File: config.mk
export PLATFORM = sky130hd
export DESIGN_NAME = sfam_manager
export DESIGN_NICKNAME = d
export VERILOG_FILES = /design/src/sfam_pkg.sv /design/src/sfam_fault_latch.sv /design/src/sfam_manager.sv
export SDC_FILE = /design/constraint.sdc
export NUM_CORES = 1
export LEC_CHECK = 0
export BUFFER_PORTS_ARGS = -buffer_cell sky130_fd_sc_hd__buf_4
export CORE_MARGIN = 2
export CORE_UTILIZATION = 41
export CTS_CLUSTER_SIZE = 10
export DETAILED_ROUTE_END_ITERATION = 10
export GPL_TIMING_DRIVEN = 0
export PLACE_DENSITY = 0.57
export SLEW_MARGIN = 20
export SYNTH_ARGS = -nofsm -noshare
export SYNTH_HDL_FRONTEND = slang
export SYNTH_SLANG_ARGS = --single-unit
File: constraint.sdc
create_clock -name sys_clk_i -period 2.55 [get_ports sys_clk_i]
set_input_delay 0.3825 -clock sys_clk_i [delete_from_list [all_inputs] [get_ports sys_clk_i]]
set_output_delay 0.3825 -clock sys_clk_i [all_outputs]
set_load 0.02 [all_outputs]
File: src/sfam_pkg.sv
package sfam_pkg;

  // Number of latched fault sources handled by the block.
  localparam int NUM_FAULTS = 26;

  // Bit index of each fault in the fault vector.
  localparam int F_MOTOR_OPEN = 0;
  localparam int F_RELAY_WELD = 1;
  localparam int F_RELAY_NOCLOSE = 2;
  localparam int F_CMD1_RANGE = 3;
  localparam int F_CMD2_RANGE = 4;
  localparam int F_FB1_RANGE = 5;
  localparam int F_FB2_RANGE = 6;
  localparam int F_NMT_LATE = 7;
  localparam int F_NV_FAIL = 8;
  localparam int F_PARAM_CHANGE = 9;
  localparam int F_INTLK_SUP = 10;
  localparam int F_HOME_SW_SUP = 11;
  localparam int F_HOME_NOT_FOUND = 12;
  localparam int F_HOME_TOL = 13;
  localparam int F_CMD_SUP = 14;
  localparam int F_POS_SUP = 15;
  localparam int F_SW_FAULT = 16;
  localparam int F_PERIODIC_LOST = 17;
  localparam int F_FOLLOW_ERR = 18;
  localparam int F_HW_FAULT = 19;
  localparam int F_PARAM_CONFLICT = 20;
  localparam int F_BUS_LOAD = 21;
  localparam int F_PDO_MAP = 22;
  localparam int F_BAD_CAL = 23;
  localparam int F_PARAM_RANGE = 24;
  localparam int F_SUPERVISOR = 25;

  // Flash code of each fault, element i belongs to fault bit i.
  localparam logic [NUM_FAULTS-1:0][6:0] FLASH_CODES = {
    7'h54, 7'h52, 7'h51, 7'h4f, 7'h4e, 7'h4b, 7'h4a, 7'h49, 7'h48, 7'h47,
    7'h38, 7'h37, 7'h36, 7'h35, 7'h34, 7'h33, 7'h2f, 7'h2e, 7'h2d, 7'h2c,
    7'h2b, 7'h2a, 7'h29, 7'h27, 7'h26, 7'h25};

  // Steering action class of each fault; together they cover every bit once.
  localparam logic [NUM_FAULTS-1:0] SHUT_MASK = 26'h3dd3306;
  localparam logic [NUM_FAULTS-1:0] HOLD_MASK = 26'h000c078;
  localparam logic [NUM_FAULTS-1:0] WARN_MASK = 26'h0220881;
  localparam logic [NUM_FAULTS-1:0] INTLK_MASK = 26'h0000400;

  // Timing figures.
  localparam int CLK_KHZ = 250000;
  localparam int NMT_TIMEOUT_MS = 80;
  localparam int PERIODIC_TIMEOUT_MS = 100;
  localparam logic [6:0] NO_CODE = 7'h00;

  // Steering action state.
  typedef enum logic [1:0] {
    ST_NORMAL,
    ST_WARN,
    ST_HOLD,
    ST_SHUTDOWN
  } sfam_state_type;

endpackage

File: src/sfam_fault_latch.sv
`timescale 1ns/1ns
// Sticky fault flags; only a power-on reset (key switch cycle) clears them.
module sfam_fault_latch #(
  parameter int WIDTH = 1
) (
  input wire logic sys_clk_i,
  input wire logic reset_n_i,
  input wire logic [WIDTH-1:0] set_i,
  output logic [WIDTH-1:0] flag_o
);

  // A flag, once set, is never cleared by anything but reset.
  always_ff @(posedge sys_clk_i or negedge reset_n_i) begin
    if (!reset_n_i) begin
      flag_o <= '0;
    end else begin
      flag_o <= flag_o | set_i;
    end
  end

endmodule

File: src/sfam_manager.sv
`timescale 1ns/1ns
// Functional notes
// RULE1: Motor open: code 37, warn-then-shutdown, stop traction.
// RULE2: Relay welded 38, not closed 39: shutdown.
// RULE3: Command input 1 range: code 41, hold.
// RULE4: Command 2 range or crosscheck: code 42, hold.
// RULE5: Feedback input 1 range: code 43, hold.
// RULE6: Feedback 2 range or crosscheck: code 44, hold.
// RULE7: Network operational within 80 ms, else 45.
// RULE8: Memory failure: code 46, immediate shutdown.
// RULE9: Power-cycle parameter change or restore: 47.
// RULE10: Interlock inputs mismatch: code 51, interlock off.
// RULE11: Home switches compared away from home: 52.
// RULE12: Home not found 53, tolerance 54: shutdown.
// RULE13: Command supervision 55, position 56: hold.
// RULE14: Software 71, hardware 74, supervisor 84: shutdown.
// RULE15: Periodic traction messages halted: code 72, warn.
// RULE16: Following error: code 73, immediate shutdown.
// RULE17: Conflicting parameter selections: code 75, shutdown.
// RULE18: Bus overload or fast sending: 78, warn.
// RULE19: Bad process data mapping: code 79, shutdown.
// RULE20: Calibration 81, parameter range 82: shutdown.
// RULE21: Shutdown stops steering, drops fault output.
// RULE22: Warn: run until traction stops or timeout.
// RULE23: Hold: freeze position until stop or timeout.
// RULE24: Faults latch until key switch power cycles.
// RULE25: Most severe action wins among active faults.
module sfam_manager #(
  parameter int MS_CYCLES = sfam_pkg::CLK_KHZ,
  parameter int NMT_TIMEOUT_CYC = sfam_pkg::NMT_TIMEOUT_MS * sfam_pkg::CLK_KHZ,
  parameter int PERIODIC_TIMEOUT_CYC = sfam_pkg::PERIODIC_TIMEOUT_MS * sfam_pkg::CLK_KHZ
) (
  input wire logic sys_clk_i,
  input wire logic reset_n_i,
  input wire logic motor_open_i,
  input wire logic relay_welded_i,
  input wire logic relay_no_close_i,
  input wire logic cmd1_out_of_range_i,
  input wire logic cmd2_out_of_range_i,
  input wire logic cmd_crosscheck_fail_i,
  input wire logic fb1_out_of_range_i,
  input wire logic fb2_out_of_range_i,
  input wire logic fb_crosscheck_fail_i,
  input wire logic nmt_operational_i,
  input wire logic nv_fail_i,
  input wire logic param_change_i,
  input wire logic param_restore_i,
  input wire logic interlock_sw_a_i,
  input wire logic interlock_sw_b_i,
  input wire logic near_home_i,
  input wire logic home_sw_a_i,
  input wire logic home_sw_b_i,
  input wire logic home_not_found_i,
  input wire logic home_tolerance_fail_i,
  input wire logic cmd_supervision_fail_i,
  input wire logic pos_supervision_fail_i,
  input wire logic software_fault_i,
  input wire logic hardware_fault_i,
  input wire logic supervisor_fault_i,
  input wire logic traction_periodic_message_i,
  input wire logic following_error_i,
  input wire logic param_conflict_i,
  input wire logic bus_overload_i,
  input wire logic pdo_mapping_error_i,
  input wire logic bad_calibration_i,
  input wire logic param_out_of_range_i,
  input wire logic traction_stopped_i,
  input wire logic [15:0] fault_steer_timeout_ms_i,
  output logic steer_enable_o,
  output logic hold_position_o,
  output logic fault_output_o,
  output logic interlock_enable_o,
  output logic traction_stop_req_o,
  output logic fault_active_o,
  output logic [6:0] flash_code_o,
  output logic [sfam_pkg::NUM_FAULTS-1:0] fault_vector_o
);

  localparam int NF = sfam_pkg::NUM_FAULTS;

  logic [NF-1:0] set_d;
  logic [NF-1:0] flt_q;
  logic intlk_applied;
  logic intlk_applied_q;
  logic nmt_run_q;
  logic [24:0] nmt_cnt_q;
  logic nmt_expired;
  logic pd_seen_q;
  logic [24:0] pd_cnt_q;
  logic pd_expired;
  logic [17:0] ms_div_q;
  logic ms_tick_q;
  logic [15:0] act_ms_q;
  logic act_timeout;
  logic any_shut;
  logic any_hold;
  logic any_warn;
  sfam_pkg::sfam_state_type state_q;
  sfam_pkg::sfam_state_type state_d;
  logic [6:0] code_d;

  // The interlock counts as applied only while both redundant switches agree on.
  assign intlk_applied = interlock_sw_a_i & interlock_sw_b_i;

  // Network start-up watchdog: runs from the interlock edge until operational.
  always_ff @(posedge sys_clk_i or negedge reset_n_i) begin
    if (!reset_n_i) begin
      intlk_applied_q <= 1'b0;
      nmt_run_q <= 1'b0;
      nmt_cnt_q <= 25'h0000000;
    end else begin
      intlk_applied_q <= intlk_applied;
      if (intlk_applied && !intlk_applied_q && !nmt_operational_i) begin
        nmt_run_q <= 1'b1;
        nmt_cnt_q <= 25'h0000000;
      end else if (nmt_run_q && (nmt_operational_i || nmt_expired)) begin
        nmt_run_q <= 1'b0;
      end else if (nmt_run_q) begin
        nmt_cnt_q <= nmt_cnt_q + 25'h0000001;
      end
    end
  end

  assign nmt_expired = nmt_run_q && !nmt_operational_i && (nmt_cnt_q == 25'(NMT_TIMEOUT_CYC - 1)); // [RULE7]

  // Periodic message watchdog: armed by the first message, so a bus that never started is not flagged here.
  always_ff @(posedge sys_clk_i or negedge reset_n_i) begin
    if (!reset_n_i) begin
      pd_seen_q <= 1'b0;
      pd_cnt_q <= 25'h0000000;
    end else if (traction_periodic_message_i) begin
      pd_seen_q <= 1'b1;
      pd_cnt_q <= 25'h0000000;
    end else if (pd_seen_q && !pd_expired) begin
      pd_cnt_q <= pd_cnt_q + 25'h0000001;
    end
  end

  assign pd_expired = pd_seen_q && (pd_cnt_q == 25'(PERIODIC_TIMEOUT_CYC - 1)); // [RULE15]

  // Fault detection; each bit is a one-cycle or level set request.
  always_comb begin
    set_d = '0;
    set_d[sfam_pkg::F_MOTOR_OPEN] = motor_open_i; // [RULE1]
    set_d[sfam_pkg::F_RELAY_WELD] = relay_welded_i; // [RULE2]
    set_d[sfam_pkg::F_RELAY_NOCLOSE] = relay_no_close_i; // [RULE2]
    set_d[sfam_pkg::F_CMD1_RANGE] = cmd1_out_of_range_i; // [RULE3]
    set_d[sfam_pkg::F_CMD2_RANGE] = cmd2_out_of_range_i | cmd_crosscheck_fail_i; // [RULE4]
    set_d[sfam_pkg::F_FB1_RANGE] = fb1_out_of_range_i; // [RULE5]
    set_d[sfam_pkg::F_FB2_RANGE] = fb2_out_of_range_i | fb_crosscheck_fail_i; // [RULE6]
    set_d[sfam_pkg::F_NMT_LATE] = nmt_expired; // [RULE7]
    set_d[sfam_pkg::F_NV_FAIL] = nv_fail_i; // [RULE8]
    set_d[sfam_pkg::F_PARAM_CHANGE] = param_change_i | param_restore_i; // [RULE9]
    set_d[sfam_pkg::F_INTLK_SUP] = interlock_sw_a_i ^ interlock_sw_b_i; // [RULE10]
    set_d[sfam_pkg::F_HOME_SW_SUP] = !near_home_i && (home_sw_a_i ^ home_sw_b_i); // [RULE11]
    set_d[sfam_pkg::F_HOME_NOT_FOUND] = home_not_found_i; // [RULE12]
    set_d[sfam_pkg::F_HOME_TOL] = home_tolerance_fail_i; // [RULE12]
    set_d[sfam_pkg::F_CMD_SUP] = cmd_supervision_fail_i; // [RULE13]
    set_d[sfam_pkg::F_POS_SUP] = pos_supervision_fail_i; // [RULE13]
    set_d[sfam_pkg::F_SW_FAULT] = software_fault_i; // [RULE14]
    set_d[sfam_pkg::F_PERIODIC_LOST] = pd_expired; // [RULE15]
    set_d[sfam_pkg::F_FOLLOW_ERR] = following_error_i; // [RULE16]
    set_d[sfam_pkg::F_HW_FAULT] = hardware_fault_i; // [RULE14]
    set_d[sfam_pkg::F_PARAM_CONFLICT] = param_conflict_i; // [RULE17]
    set_d[sfam_pkg::F_BUS_LOAD] = bus_overload_i; // [RULE18]
    set_d[sfam_pkg::F_PDO_MAP] = pdo_mapping_error_i; // [RULE19]
    set_d[sfam_pkg::F_BAD_CAL] = bad_calibration_i; // [RULE20]
    set_d[sfam_pkg::F_PARAM_RANGE] = param_out_of_range_i; // [RULE20]
    set_d[sfam_pkg::F_SUPERVISOR] = supervisor_fault_i; // [RULE14]
  end

  // Sticky latch of every fault; reset is the key switch power cycle.
  sfam_fault_latch #(
    .WIDTH(NF)
  ) u_latch ( // [RULE24]
    .sys_clk_i(sys_clk_i),
    .reset_n_i(reset_n_i),
    .set_i(set_d),
    .flag_o(flt_q)
  );

  // Action classes of the latched faults.
  assign any_shut = |(flt_q & sfam_pkg::SHUT_MASK);
  assign any_hold = |(flt_q & sfam_pkg::HOLD_MASK);
  assign any_warn = |(flt_q & sfam_pkg::WARN_MASK);

  // Millisecond enable pulse for the fault steering timeout.
  always_ff @(posedge sys_clk_i or negedge reset_n_i) begin
    if (!reset_n_i) begin
      ms_div_q <= 18'h00000;
      ms_tick_q <= 1'b0;
    end else if (ms_div_q == 18'(MS_CYCLES - 1)) begin
      ms_div_q <= 18'h00000;
      ms_tick_q <= 1'b1;
    end else begin
      ms_div_q <= ms_div_q + 18'h00001;
      ms_tick_q <= 1'b0;
    end
  end

  // Timeout count runs across warn and hold, so an escalation never restarts the grace period.
  always_ff @(posedge sys_clk_i or negedge reset_n_i) begin
    if (!reset_n_i) begin
      act_ms_q <= 16'h0000;
    end else if (state_q == sfam_pkg::ST_NORMAL) begin
      act_ms_q <= 16'h0000;
    end else if (ms_tick_q && !act_timeout) begin
      act_ms_q <= act_ms_q + 16'h0001;
    end
  end

  assign act_timeout = (act_ms_q >= fault_steer_timeout_ms_i);

  // Steering action selection, most severe class first.
  always_comb begin
    state_d = state_q;
    case (state_q)
      sfam_pkg::ST_NORMAL: begin
        if (any_shut) begin
          state_d = sfam_pkg::ST_SHUTDOWN; // [RULE25]
        end else if (any_hold) begin
          state_d = sfam_pkg::ST_HOLD; // [RULE25]
        end else if (any_warn) begin
          state_d = sfam_pkg::ST_WARN;
        end
      end
      sfam_pkg::ST_WARN: begin
        if (any_shut || traction_stopped_i || act_timeout) begin
          state_d = sfam_pkg::ST_SHUTDOWN; // [RULE22]
        end else if (any_hold) begin
          state_d = sfam_pkg::ST_HOLD; // [RULE25]
        end
      end
      sfam_pkg::ST_HOLD: begin
        if (any_shut || traction_stopped_i || act_timeout) begin
          state_d = sfam_pkg::ST_SHUTDOWN; // [RULE23]
        end
      end
      sfam_pkg::ST_SHUTDOWN: begin
        state_d = sfam_pkg::ST_SHUTDOWN;
      end
      default: begin
        state_d = sfam_pkg::ST_SHUTDOWN;
      end
    endcase
  end

  always_ff @(posedge sys_clk_i or negedge reset_n_i) begin
    if (!reset_n_i) begin
      state_q <= sfam_pkg::ST_NORMAL;
    end else begin
      state_q <= state_d;
    end
  end

  // Reported code is that of the lowest-numbered active fault.
  always_comb begin
    code_d = sfam_pkg::NO_CODE;
    for (int i = NF - 1; i >= 0; i--) begin
      if (flt_q[i]) begin
        code_d = sfam_pkg::FLASH_CODES[i];
      end
    end
  end

  // Registered outputs, one cycle behind the action state.
  always_ff @(posedge sys_clk_i or negedge reset_n_i) begin
    if (!reset_n_i) begin
      steer_enable_o <= 1'b0;
      hold_position_o <= 1'b0;
      fault_output_o <= 1'b0;
    end else begin
      steer_enable_o <= (state_q != sfam_pkg::ST_SHUTDOWN); // [RULE21]
      fault_output_o <= (state_q != sfam_pkg::ST_SHUTDOWN); // [RULE21]
      hold_position_o <= (state_q == sfam_pkg::ST_HOLD); // [RULE23]
    end
  end

  // Traction request, interlock gate and fault report.
  always_ff @(posedge sys_clk_i or negedge reset_n_i) begin
    if (!reset_n_i) begin
      interlock_enable_o <= 1'b0;
      traction_stop_req_o <= 1'b0;
      fault_active_o <= 1'b0;
      flash_code_o <= sfam_pkg::NO_CODE;
      fault_vector_o <= '0;
    end else begin
      interlock_enable_o <= intlk_applied && !(|(flt_q & sfam_pkg::INTLK_MASK)); // [RULE10]
      traction_stop_req_o <= |flt_q; // [RULE1] [RULE2] [RULE3] [RULE15]
      fault_active_o <= |flt_q;
      flash_code_o <= code_d; // [RULE24]
      fault_vector_o <= flt_q;
    end
  end
endmodule

==> impl_metrics.json <==
{
  "worstPathArrival_ns": 2.71,
  "num_vias": 5763,
  "wire_per_inst_um": 15.8,
  "period_minus_slack_ns": 2.43,
  "routabilityCongestion": 0.809,
  "port_buffers": 89,
  "post-route-util": 0.513,
  "fill_cells": 1585,
  "antenna_cells": 0,
  "slowest_stage": "dfrtp_1",
  "synth_top_family_by_area": "simple AND/OR/NAND/NOR gates",
  "synthAdderAreaFrac": 0.0362,
  "cp_top_family": "compound AO/OA/AOI/OAI gates",
  "gr-total-overflow": 0,
  "timing.fmax_mhz": 411,
  "path_class": "reg2reg",
  "ys_ff_latch": 153,
  "syn_avg_cell_area_sq_um": 10.2,
  "relSlewSlack": 0.530,
  "cp_num_buf_inv": 1,
  "path_max_fanout": 10,
  "cp-end-kind": "register",
  "fin_worst_skew_ns": 0.00620,
  "seq_area_frac_synth": 0.528,
  "synth.area.mux_share": 0.0116,
  "cts_sinks": 153,
  "syn_to_final_growth_pct": 22.3,
  "slew_viol_final": 0,
  "wirelength_um": 16800,
  "htreeDepth": 4,
  "io_pins": 90,
  "die_w_um": 137,
  "synth_xor_area_frac": 0.0423,
  "worst_pin_slew_ns": 0.698,
  "async_reset_ff_frac": 1.00,
  "cts_buffers": 17,
  "syn_nets": 786,
  "core-area_sq_um": 17300,
  "clk_pin_slew_worst_paths_ns": 0.06,
  "synth_cells": 714,
  "antenna_found_initial": 0,
  "p_leak_nw": 3.68,
  "drive_gt1_frac": 0.206,
  "hold_violations": 0,
  "start_kind": "register",
  "grt_use_total": 0.189,
  "setup-violations-final": 0,
  "grt_max_degree": 85,
  "grt_pass1_vias": 5666,
  "clk-insertion-delay-late_ns": 0.42,
  "place_inst": 1029,
  "dr.pass1.iters": 5,
  "drc": 0,
  "yosys_warnings": 0,
  "timing.final.crit_share": 0.954,
  "power_density_nw_per_um2": 564,
  "cap_violations": 0,
  "synth-simple-area-share": 0.232,
  "synthesis.area_sq_um": 7250,
  "ant_nets": 0,
  "synth_compound_area_frac": 0.121,
  "synth_cell_types": 57,
  "clock-root-buffer": "clkbuf_16",
  "ir_drop_uv": 461,
  "dieArea_sq_um": 18800,
  "drtIter0Drc": 354,
  "fin_nets": 901,
  "grt_pass1_wl_um": 28000,
  "instances_no_fill": 1066,
  "synth_edf_count": 0,
  "synthFlopType": "dfrtp_1",
  "status": "finished clean",
  "crit_chain": "ha_1 -> a211o_1 -> o211ai_1 -> o2111ai_2 -> clkbuf_1 -> o41ai_1 -> a21oi_1",
  "initial_core_util": 0.419,
  "rows": 48,
  "critPathRequiredTime_ns": 2.83,
  "hold_path.class": "in2reg",
  "viasPerCell": 5.41,
  "cts_tree": "done",
  "place_hpwl_um": 12200,
  "cts_buffer_depth": 2,
  "dieHeight_um": 137,
  "critPathMaxStageDelay_ns": 0.44
}
-- per-layer routing --
layer | routed length, um | track usage | part of all wire
met2 | 8220 | 0.311 | 0.49
met3 | 656 | 0.0370 | 0.039
met5 | 0 | 0 | 0
met4 | 220 | 0.0521 | 0.013
met1 | 7720 | 0.256 | 0.46
-- synthesized netlist by cell type (2+ instances only) --
cell,n,area [sq um]
a31oi_1,4,25.0
and4_1,4,35.0
o2111ai_1,2,17.5
or3_1,22,138
ha_1,21,263
o21ai_0,22,110
a41o_1,3,30.0
xor2_1,17,149
mux2_2,3,33.8
nor4_1,16,100
inv_1,29,109
a21oi_1,48,240
nor4b_1,3,26.3
nand2b_1,5,31.3
or2_2,23,144
nor4bb_1,3,30.0
o21a_1,2,15.0
clkbuf_1,16,60.1
nor2_1,69,259
o21bai_1,5,37.5
nand4_1,18,113
nor3_1,21,105
xnor2_1,18,158
o31ai_1,18,135
buf_2,3,15.0
dfrtp_1,153,3830
o41ai_1,7,61.3
o211ai_1,10,75.1
nand3_1,26,130
nand2_1,47,176
nand4b_1,2,17.5
or4_1,18,135
nor2b_1,10,62.6
and2_1,4,25.0
a31o_2,2,17.5
mux2i_1,5,50.1
buf_4,4,30.0
and3_1,12,75.1
-- worst register-to-register path: stages, from the launching register on --
cell and delay [ns]:
dfrtp_1 0.44, ha_1 0.31, a211o_1 0.25, o211ai_1 0.16
o2111ai_2 0.31, clkbuf_1 0.31, o41ai_1 0.40, a21oi_1 0.11
-- cell usage in the layout (no fill, tap or decap), types with 5 or more instances in the layout --
cell type,instances
nor2_1,69
dfrtp_1,152
nor2b_1,10
buf_4,99
nand3_1,26
clkbuf_1,16
or2_2,23
a21oi_1,48
xnor2_1,18
nand4_1,18
ha_1,21
o21bai_1,5
o41ai_1,6
or3_1,22
and3_1,12
or4_1,18
nand2b_1,5
o211ai_1,10
inv_1,29
clkbuf_16,17
o31ai_1,18
mux2i_1,5
nand2_1,47
o21ai_0,21
xor2_1,17
nor3_1,21
nor4_1,16
-- logic make-up after synthesis --
kind of cell / after synthesis
adder cells (fa/ha/maj): 21
AND/OR/NAND/NOR: 310
XOR/XNOR: 35
buffers and inverters: 52
AO/OA/AOI/OAI: 135
flip-flops: 153
multiplexers: 8
-- timing repair --
action / in CTS / in global routing
setup endpoints to repair: 11 / 21
hold buffers: 1 / 0
endpoints found under the hold margin: 69 / 0
pin swaps: 1 / 0
buffers inserted: 4 / 2
resized for setup: 3 / 6
-- power breakdown --
group / total, mW / leakage (nW) / internal, mW / switching, mW
Clock: 2.31 / 0.267 / 1.34 / 0.975
Combinational: 0.211 / 1.61 / 0.0953 / 0.115
Sequential: 2.47 / 1.80 / 2.45 / 0.0216
-- area by class of cell --
cell class | count | area, sq um | share of cell area
timing repair buffer | 97 | 758 | 0.0855
clock buffer | 21 | 480 | 0.0542
inverter | 29 | 109 | 0.0123
multi-input combinational | 509 | 3240 | 0.365
sequential | 153 | 3830 | 0.432
clock inverter | 10 | 68.8 | 0.00776
buffer | 22 | 103 | 0.0116
tap | 225 | 282 | 0.0317
-- stage by stage --
stage | total power [mW] | TNS (ns) | setup slack (ns) | cell area (sq um) | hold slack [ns]
global placement | 2.71 | -0.673 | -0.111 | 8200 | 0.442
CTS | 5.06 | 0 | 0.0329 | 8840 | 0.125
global route | 5.22 | -0.00504 | -0.00504 | 8870 | 0.132
detailed placement | 2.73 | -0.181 | -0.0865 | 8240 | 0.374
floorplan | 2.59 | 0 | 0.240 | 7250 | 0.0869
finish | 5.00 | 0 | 0.118 | 8870 | 0.148
-- registers in the layout, indices dropped and copies added (netlist names), 2 cells and up --
register / count
state_q: 2
ms_div_q: 18
flash_code_o: 7
u_latch.flag_o: 26
act_ms_q: 16
fault_vector_o: 26
pd_cnt_q: 25
nmt_cnt_q: 25
-- worst paths after layout --
| path | startpoint | end | slack [ns] | depth (start not counted) |
|---|---|---|---|---|
| max reg2reg | act_ms_q[13] | act_ms_q[11] | 0.12 | 7 |
| max in group asynchronous | reset_n_i | u_latch.flag_o[25] | 1.26 | 3 |
| min | near_home_i | u_latch.flag_o[11] | 0.15 | 2 |
| max | act_ms_q[13] | act_ms_q[11] | 0.12 | 7 |
| min in group asynchronous | reset_n_i | nmt_cnt_q[21] | 0.50 | 2 |
| min reg2reg | u_latch.flag_o[20] | fault_vector_o[20] | 0.45 | 0 |
No activity file was read; power rests on OpenSTA's default activity.
